### config.mk
export PLATFORM = sky130hd
export DESIGN_NAME = timer_capture_unit
export DESIGN_NICKNAME = d
export VERILOG_FILES = /design/src/pkg/cap_pkg.sv /design/src/bit_sync.sv /design/src/edge_prescaler.sv /design/src/timer_capture_unit.sv
export VERILOG_INCLUDE_DIRS = /design/src /design/src/pkg
export SDC_FILE = /design/constraint.sdc
export NUM_CORES = 1
export LEC_CHECK = 0
export BUFFER_PORTS_ARGS = -buffer_cell sky130_fd_sc_hd__buf_2
export CORE_MARGIN = 10
export CORE_UTILIZATION = 54
export DETAILED_ROUTE_END_ITERATION = 8
export MAX_ROUTING_LAYER = met4
export PLACE_DENSITY = 0.8
export SKIP_LAST_GASP = 1
export SYNTH_ARGS = -nofsm -noshare
export SYNTH_HDL_FRONTEND = slang
export SYNTH_SLANG_ARGS = --single-unit
### constraint.sdc
create_clock -name pclk -period 3.2 [get_ports pclk]
set_input_delay 0.32 -clock pclk [delete_from_list [all_inputs] [get_ports pclk]]
set_output_delay 0.32 -clock pclk [all_outputs]
set_load 0.03 [all_outputs]
### src/pkg/cap_cfg.svh
// register map, field positions, reset values and mode codes of the capture unit
`ifndef CAP_CFG_SVH
`define CAP_CFG_SVH

// register byte offsets
`define OFF_CTRL 8'h00
`define OFF_TCTL 8'h04
`define OFF_TCNT 8'h08
`define OFF_CAPV 8'h0C
`define OFF_STAT 8'h10
`define OFF_MASK 8'h14
`define OFF_PIN  8'h18

// mode select field codes
`define MODE_OFF   4'h0
`define MODE_FALL  4'h4
`define MODE_RISE  4'h5
`define MODE_DIV4  4'h6
`define MODE_DIV16 4'h7

// field positions
`define TCTL_RUN 0
`define TCTL_EXT 1
`define PIN_DIR  0
`define PIN_LAT  1
`define PIN_ALT  2
`define STAT_CAP 0
`define CAPV_LO  0
`define CAPV_HI  8

// reset values
`define CTRL_RST 4'h0
`define TCTL_RST 2'h0
`define TCNT_RST 16'h0000
`define PIN_RST  3'h1
`define MASK_RST 1'b0

// last prescaler count before a capture fires
`define DIV4_LAST  4'h3
`define DIV16_LAST 4'hF

`endif

### src/pkg/cap_pkg.sv
// types shared by the capture unit files
package cap_pkg;
  typedef logic [31:0] word_t;
  typedef logic [15:0] count_t;
  typedef logic [3:0]  mode_t;
  typedef enum logic [1:0] {EV_FALL, EV_RISE, EV_DIV4, EV_DIV16} evsel_t;
endpackage

### src/bit_sync.sv
// two flip-flop synchroniser for pin inputs
`timescale 1ns/1ps
module bit_sync #(
  parameter int W = 1
) (
  // clock and reset
  input  wire logic         clk,
  input  wire logic         rst_n,
  // async in, synced out
  input  wire logic [W-1:0] d,
  output logic      [W-1:0] q
);
  logic [W-1:0] meta_r;

  // first stage feeds only the second
  always_ff @(posedge clk or negedge rst_n) begin
    if (!rst_n) begin
      meta_r <= '0;
      q      <= '0;
    end else begin
      meta_r <= d;
      q      <= meta_r;
    end
  end
endmodule // bit_sync

### src/edge_prescaler.sv
// edge qualifier and rising edge prescaler
`timescale 1ns/1ps
`include "cap_cfg.svh"
module edge_prescaler (
  // clock and reset
  input  wire logic    clk,
  input  wire logic    rst_n,
  // control
  input  wire logic    clear,
  input  cap_pkg::evsel_t sel,
  // edges in, capture out
  input  wire logic    rise,
  input  wire logic    fall,
  output logic         fire
);
  import cap_pkg::*;
  logic [3:0] cnt_r;
  logic [3:0] cnt_nxt;

  // qualification per mode
  wire       div_w  = (sel == EV_DIV4) || (sel == EV_DIV16);
  wire [3:0] last_w = (sel == EV_DIV4) ? `DIV4_LAST : `DIV16_LAST;
  // >= so a switch to a shorter ratio with the count already at or past the new last fires at the next edge
  wire       hit_w  = div_w & rise & (cnt_r >= last_w);
  assign fire = (sel == EV_FALL) ? fall :
                (sel == EV_RISE) ? rise : hit_w;

  // mode switches do not touch the count, only clear does
  assign cnt_nxt = clear        ? 4'h0 :
                   hit_w        ? 4'h0 :
                   (div_w&rise) ? cnt_r + 4'h1 : cnt_r;

  always_ff @(posedge clk or negedge rst_n) begin
    if (!rst_n) cnt_r <= 4'h0;
    else cnt_r <= cnt_nxt;
  end
endmodule // edge_prescaler

### src/timer_capture_unit.sv
// capture unit with its timer, pin logic and apb register file
`timescale 1ns/1ps
`include "cap_cfg.svh"

// Notes on behaviour
// - a qualifying event copies the whole 16-bit timer count into capture value
// - events: every falling, every rising, every 4th or every 16th rising edge
// - each capture sets the capture flag
// - a newer capture overwrites an unread capture value
// - with the pin as output, writing the port latch can cause a capture
// - changing the capture mode may raise a spurious capture flag
// - prescaler held clear while unit off or not in capture mode
// - any reset clears the prescaler
// - switching capture prescalers keeps the count and may flag spuriously
// - capture pin may be moved to an alternate pin
// - internal clock timer stops in sleep; captures in sleep need external clock
module timer_capture_unit (
  // clock and reset
  input  wire logic          pclk,
  input  wire logic          presetn,
  // apb slave
  input  wire logic          psel,
  input  wire logic          penable,
  input  wire logic          pwrite,
  input  wire logic [7:0]    paddr,
  input  cap_pkg::word_t     pwdata,
  output cap_pkg::word_t     prdata,
  output logic               pready,
  output logic               pslverr,
  // default capture pin
  input  wire logic          cap_a_in,
  output logic               cap_a_out,
  output logic               cap_a_oe_n,
  // alternate capture pin
  input  wire logic          cap_b_in,
  output logic               cap_b_out,
  output logic               cap_b_oe_n,
  // external timer clock pin and sleep request
  input  wire logic          ext_tick_in,
  input  wire logic          sleep_req,
  // interrupt
  output logic               irq
);
  import cap_pkg::*;

  ////////////////////////////////////////////////////////////////////////////
  // decode helpers

  // true for the four capture modes
  function automatic logic is_cap(input mode_t m);
    return (m == `MODE_FALL) || (m == `MODE_RISE) ||
           (m == `MODE_DIV4) || (m == `MODE_DIV16);
  endfunction

  // true for every mapped offset
  function automatic logic mapped(input logic [7:0] a);
    return (a == `OFF_CTRL) || (a == `OFF_TCTL) || (a == `OFF_TCNT) ||
           (a == `OFF_CAPV) || (a == `OFF_STAT) || (a == `OFF_MASK) ||
           (a == `OFF_PIN);
  endfunction

  // event kind from mode code
  function automatic evsel_t to_evsel(input mode_t m);
    case (m)
      `MODE_FALL: return EV_FALL;
      `MODE_RISE: return EV_RISE;
      `MODE_DIV4: return EV_DIV4;
      default:    return EV_DIV16;
    endcase
  endfunction

  ////////////////////////////////////////////////////////////////////////////
  // registers

  mode_t       ctrl_r;
  logic [1:0]  tctl_r;
  count_t      timer_r;
  count_t      timer_nxt;
  count_t      cap_val_r;
  logic        flag_r;
  logic        flag_nxt;
  logic        ie_r;
  logic [2:0]  pin_r;
  word_t       prdata_r;
  logic        pin_prev_r;
  logic        ext_prev_r;

  ////////////////////////////////////////////////////////////////////////////
  // apb decode

  wire setup_w = psel & ~penable;
  wire acc_w   = psel & penable;
  wire wr_w    = acc_w & pwrite & mapped(paddr);
  wire wr_ctrl = wr_w & (paddr == `OFF_CTRL);
  wire wr_tctl = wr_w & (paddr == `OFF_TCTL);
  wire wr_tcnt = wr_w & (paddr == `OFF_TCNT);
  wire wr_stat = wr_w & (paddr == `OFF_STAT);
  wire wr_mask = wr_w & (paddr == `OFF_MASK);
  wire wr_pin  = wr_w & (paddr == `OFF_PIN);

  // zero wait states; unmapped offsets answer with an error
  assign pready  = 1'b1;
  assign pslverr = acc_w & ~mapped(paddr);
  assign prdata  = prdata_r;

  // read selection
  wire [15:0] cap_word_w = {cap_val_r[15:`CAPV_HI], cap_val_r[`CAPV_HI-1:`CAPV_LO]};
  wire word_t rd_w =
    (paddr == `OFF_CTRL) ? {28'h000_0000, ctrl_r} :
    (paddr == `OFF_TCTL) ? {30'h0000_0000, tctl_r} :
    (paddr == `OFF_TCNT) ? {16'h0000, timer_r} :
    (paddr == `OFF_CAPV) ? {16'h0000, cap_word_w} :
    (paddr == `OFF_STAT) ? {31'h0000_0000, flag_r} :
    (paddr == `OFF_MASK) ? {31'h0000_0000, ie_r} :
    (paddr == `OFF_PIN)  ? {29'h0000_0000, pin_r} : 32'h0000_0000;

  // read data is captured in setup so it stands through the access phase
  always_ff @(posedge pclk or negedge presetn) begin
    if (!presetn) prdata_r <= 32'h0000_0000;
    else if (setup_w && !pwrite) prdata_r <= rd_w;
  end

  ////////////////////////////////////////////////////////////////////////////
  // pin routing and synchronisers

  logic [1:0] pins_s;
  logic       ext_s;

  bit_sync #(.W(2)) u_pin_sync (
    .clk   (pclk),
    .rst_n (presetn),
    .d     ({cap_b_in, cap_a_in}),
    .q     (pins_s)
  );

  bit_sync #(.W(1)) u_ext_sync (
    .clk   (pclk),
    .rst_n (presetn),
    .d     (ext_tick_in),
    .q     (ext_s)
  );

  // the pin function sits on one pin at a time
  wire alt_w  = pin_r[`PIN_ALT];
  wire pin_s  = alt_w ? pins_s[1] : pins_s[0];
  wire drv_w  = ~pin_r[`PIN_DIR];

  // an output pin reads back its own level, so a latch write is an edge
  assign cap_a_oe_n = alt_w | ~drv_w;
  assign cap_b_oe_n = ~alt_w | ~drv_w;
  assign cap_a_out  = pin_r[`PIN_LAT];
  assign cap_b_out  = pin_r[`PIN_LAT];

  ////////////////////////////////////////////////////////////////////////////
  // edge detection and qualification

  wire cap_en_w = is_cap(ctrl_r);
  // in sleep an internally clocked timer is frozen, so captures stop too
  wire sleep_blk = sleep_req & ~tctl_r[`TCTL_EXT];
  wire gate_w    = cap_en_w & ~sleep_blk;
  wire rise_w    = pin_s & ~pin_prev_r & gate_w;
  wire fall_w    = ~pin_s & pin_prev_r & gate_w;
  wire fire_w;

  always_ff @(posedge pclk or negedge presetn) begin
    if (!presetn) begin
      pin_prev_r <= 1'b0;
      ext_prev_r <= 1'b0;
    end else begin
      pin_prev_r <= pin_s;
      ext_prev_r <= ext_s;
    end
  end

  edge_prescaler u_pres (
    .clk   (pclk),
    .rst_n (presetn),
    .clear (~cap_en_w),
    .sel   (to_evsel(ctrl_r)),
    .rise  (rise_w),
    .fall  (fall_w),
    .fire  (fire_w)
  );

  ////////////////////////////////////////////////////////////////////////////
  // sixteen-bit timer

  wire ext_rise = ext_s & ~ext_prev_r;
  // internal tick pauses in sleep and resumes from the held count
  wire tick_w = tctl_r[`TCTL_RUN] &
                (tctl_r[`TCTL_EXT] ? ext_rise : ~sleep_req);
  assign timer_nxt = wr_tcnt ? pwdata[15:0] : timer_r + {15'h0000, tick_w};

  always_ff @(posedge pclk or negedge presetn) begin
    if (!presetn) timer_r <= `TCNT_RST;
    else timer_r <= timer_nxt;
  end

  ////////////////////////////////////////////////////////////////////////////
  // capture and flag

  // a hop between two capture modes keeps the count and flags spuriously
  wire spur_w = wr_ctrl & (pwdata[3:0] != ctrl_r) &
                is_cap(pwdata[3:0]) & cap_en_w;

  // set wins over the write-one clear
  assign flag_nxt = fire_w | spur_w |
                    (flag_r & ~(wr_stat & pwdata[`STAT_CAP]));

  // whole count taken in one edge; an unread value is simply replaced
  always_ff @(posedge pclk or negedge presetn) begin
    if (!presetn) cap_val_r <= 16'h0000;
    else if (fire_w) cap_val_r <= timer_r;
  end

  always_ff @(posedge pclk or negedge presetn) begin
    if (!presetn) flag_r <= 1'b0;
    else flag_r <= flag_nxt;
  end

  assign irq = flag_r & ie_r;

  ////////////////////////////////////////////////////////////////////////////
  // control registers

  always_ff @(posedge pclk or negedge presetn) begin
    if (!presetn) begin
      ctrl_r <= `CTRL_RST;
      tctl_r <= `TCTL_RST;
      ie_r   <= `MASK_RST;
      pin_r  <= `PIN_RST;
    end else begin
      if (wr_ctrl) ctrl_r <= pwdata[3:0];
      if (wr_tctl) tctl_r <= pwdata[1:0];
      if (wr_mask) ie_r <= pwdata[0];
      if (wr_pin) pin_r <= pwdata[2:0];
    end
  end
endmodule // timer_capture_unit

==> flow_summary.toml <==
[die]
fp.dieArea_um2 = 10500
die_h_um = 102
floorplan.rows = 29
dieWidth_um = 102
io_pins = 88
fp.coreArea_um2 = 6460
start_util_pct = 56.6

[setup_path]
slowest_stage = "dfrtp_1"
path_max_fanout = 17
worstPathArrival_ns = 2.78
start_kind = "register"
worstSetupPathType = "register to register"
crit_start = "ctrl_r[3]"
crit_family = "compound AO/OA/AOI/OAI gates"
reg2reg_depth = 8
reg2reg_slack_ns = 0.65
end_kind = "register"
rr_endpoint = "cap_val_r[14]"
path_depth = 8
required_ns = 3.43
cp_cell_sequence = "nand2b_1, nor3_1, ha_1, a21oi_1, a211oi_1, o311ai_4, buf_4, mux2_2"
worst-path-buf-inv = 1
max_stage_delay_ns = 0.40
timing.rr.start = "ctrl_r[3]"
crit_end = "cap_val_r[14]"

[clocking]
htree_levels = 3
clk_latency_ns = 0.35
cts.sinks = 71
cts_tree = "yes"
cts_resized = 0
clkTransAtPathRegs_ns = 0.07
clock_tree.buffer_depth = 2
cts_root_buf = "clkbuf_8"
cts_buffers = 9

[place]
io_buffers = 54
dp_hpwl_mm = 6.21
gp_congestion = 0.854
place_ws_ns = 0.693

[global_route]
grt_max_degree = 33
globalRouteMet3Util_pct = 4.32
overflow = 0
grt_use_met1_pct = 21.9
grtUsageMet2_pct = 26.1
grt_pass1_vias = 2793
antenna_found_initial = 1
grt_pass1_wl_mm = 13.8
top_usage_layer = "met2"
grtUsageTotal_pct = 17.3

[min_path]
min_path_type = "input pin to register"
whs_path_depth = 1

[sta]
tightestPinTransition_ns = 0.661
skew_ns = 0.00657
setup_tns_ns = 0
setup_viol = 0
period_needed_ns = 2.55
drv_slew = 0
setup_slack_ns = 0.647
period_share_pct = 79.8
max_freq_mhz = 392
slew_headroom_pct = 55.9
hold_viol = 0
rsz0062_at_grt = "no"

[synth]
synth_cells = 348
ys_top_cells_by_area = "dfrtp_1 (48%), mux2_2 (7.4%), mux2i_1 (4.4%)"
synth_top_cell_area_share_pct = 47.9
synth_seq_cells = 71
synthDistinctLibCells = 50
yosysWarnings = 0
synth_top_cells_by_count = "dfrtp_1 (70), mux2_2 (24), nand2_1 (24), o21ai_0 (24), nor3_1 (19)"
syn_area_um2 = 3660
synth_area_leader_cell = "dfrtp_1"
synthArstFlopShare_pct = 100
synth.most_common_cell = "dfrtp_1"
ys.flop_type = "dfrtp_1"
syn_avg_cell_area_um2 = 10.5
synth_seq_area_share_pct = 48.6
synth_edf_count = 0

[route]
viasPerCell = 5.77
wl_per_cell_um = 17.2
drtIter0Drc = 176
via_count = 2774
drc = 0
first_pass_iters = 5
routed_wl_mm = 8.27
ant_nets = 0

[final_layout]
drive_gt1_share_pct = 27.3
post-route-util_pct = 63.4
finalNetCount = 452
syn2layout_area_growth_pct = 12.0
fillers = 557

[status]
status = "complete, no violations"

[flow_run]
maxCapViolCount = 0

[power]
vdd_drop_max_v = 0.000260
leakage_nw = 1.93
p_per_area_nw_per_um2 = 426
## per-stage QoR
stage	power (W)	cell area (um2)	std cells	hold WS (ns)
3_3_place_gp	0.00109	3900	463	0.313
2_1_floorplan	0.00105	3710	363	0.0244
6_report	0.00175	4100	481	0.0711
3_5_place_dp	0.00110	3900	463	0.328
4_1_cts	0.00176	4100	480	0.0584
5_1_grt	0.00182	4100	481	0.0514
## layout make-up
cell class              instances  area, um2  share of cell area, %
diodes                          1       2.50                 0.0611
clock buffers                  12        155                   3.79
clock inverters                 4       30.0                  0.733
inverters                      12       45.0                   1.10
multi-input cells             245       1680                   41.0
flip-flops and latches         71       1780                   43.4
well taps                      77       96.3                   2.35
repair buffers                 59        310                   7.57
## placed cells by master, fill, tap and decap left out, types with 3 or more instances in the layout
cell type	n
dfrtp_1	70
buf_2	54
o21ai_0	24
nand2_1	24
mux2_2	24
nor3_1	19
conb_1	17
mux2i_1	16
a21oi_1	16
xnor2_1	15
inv_1	12
nand3_1	11
clkbuf_8	11
nor2_1	8
nand2b_1	7
nor4_1	7
nand4_1	5
ha_1	5
nor3b_1	4
buf_4	4
and2_1	3
or3_1	3
or4_1	3
a211oi_1	3
nor2b_1	3
mux2_4	3
## how the worst min path moves through the flow
| stage | slack, ns | end | startpoint |
|---|---|---|---|
| 6_report | 0.07 | u_pin_sync.meta_r[0] | cap_a_in |
| 3_5_place_dp | 0.33 | u_ext_sync.meta_r | presetn |
| 3_3_place_gp | 0.31 | u_ext_sync.meta_r | presetn |
| 2_1_floorplan | 0.02 | cap_val_r[0] | presetn |
| 4_1_cts | 0.06 | u_pin_sync.meta_r[0] | cap_a_in |
| 5_1_grt | 0.05 | u_pin_sync.meta_r[0] | cap_a_in |
## worst reg2reg max path, cell delays in order (launching register included)
cell and delay [ns]:
dfrtp_1 0.40, nand2b_1 0.23, nor3_1 0.27, ha_1 0.30, a21oi_1 0.20, a211oi_1 0.15
o311ai_4 0.22, buf_4 0.30, mux2_2 0.38
## metal layers
| metal | wire length [um] | vias up |
|---|---|---|
| met2 | 3780 | 123 |
| met1 | 3670 | 1328 |
| met5 | 0 | - |
| li1 | - | 1308 |
| met4 | 142 | 0 |
| met3 | 671 | 15 |
## power breakdown
| part | internal (W) | switching [W] | leakage, nW | total, W |
|---|---|---|---|---|
| Combinational | 0.0000473 | 0.000104 | 0.874 | 0.000152 |
| Clock | 0.000325 | 0.000338 | 0.0926 | 0.000663 |
| Sequential | 0.000916 | 0.0000165 | 0.960 | 0.000932 |
## registers in the layout, indices dropped and copies added, names as in the netlist
register	count
tctl_r	2
ie_r	1
u_pres.cnt_r	4
u_pin_sync.meta_r	2
cap_val_r	16
pin_prev_r	1
u_ext_sync.q	1
u_ext_sync.meta_r	1
u_pin_sync.q	2
pin_r	3
flag_r	1
ext_prev_r	1
prdata	16
ctrl_r	4
timer_r	16
## timing repair
item / in CTS / in global routing
hold endpoints to repair: 21 / 0
setup buffers: 0 / 0
endpoints found under the setup margin: 0 / 0
hold buffers: 1 / 0
## cells by family after synthesis
logic type / count (synthesis) / synth area share, %
compound gates: 55 / 9.20
xor+xnor: 15 / 3.59
fa+ha+maj: 5 / 1.71
buf+inv: 47 / 6.98
flops: 71 / 48.6
mux: 44 / 13.3
other cells: 2 / 0.205
simple gates: 109 / 16.4
No activity file was read; power rests on OpenSTA's default activity.
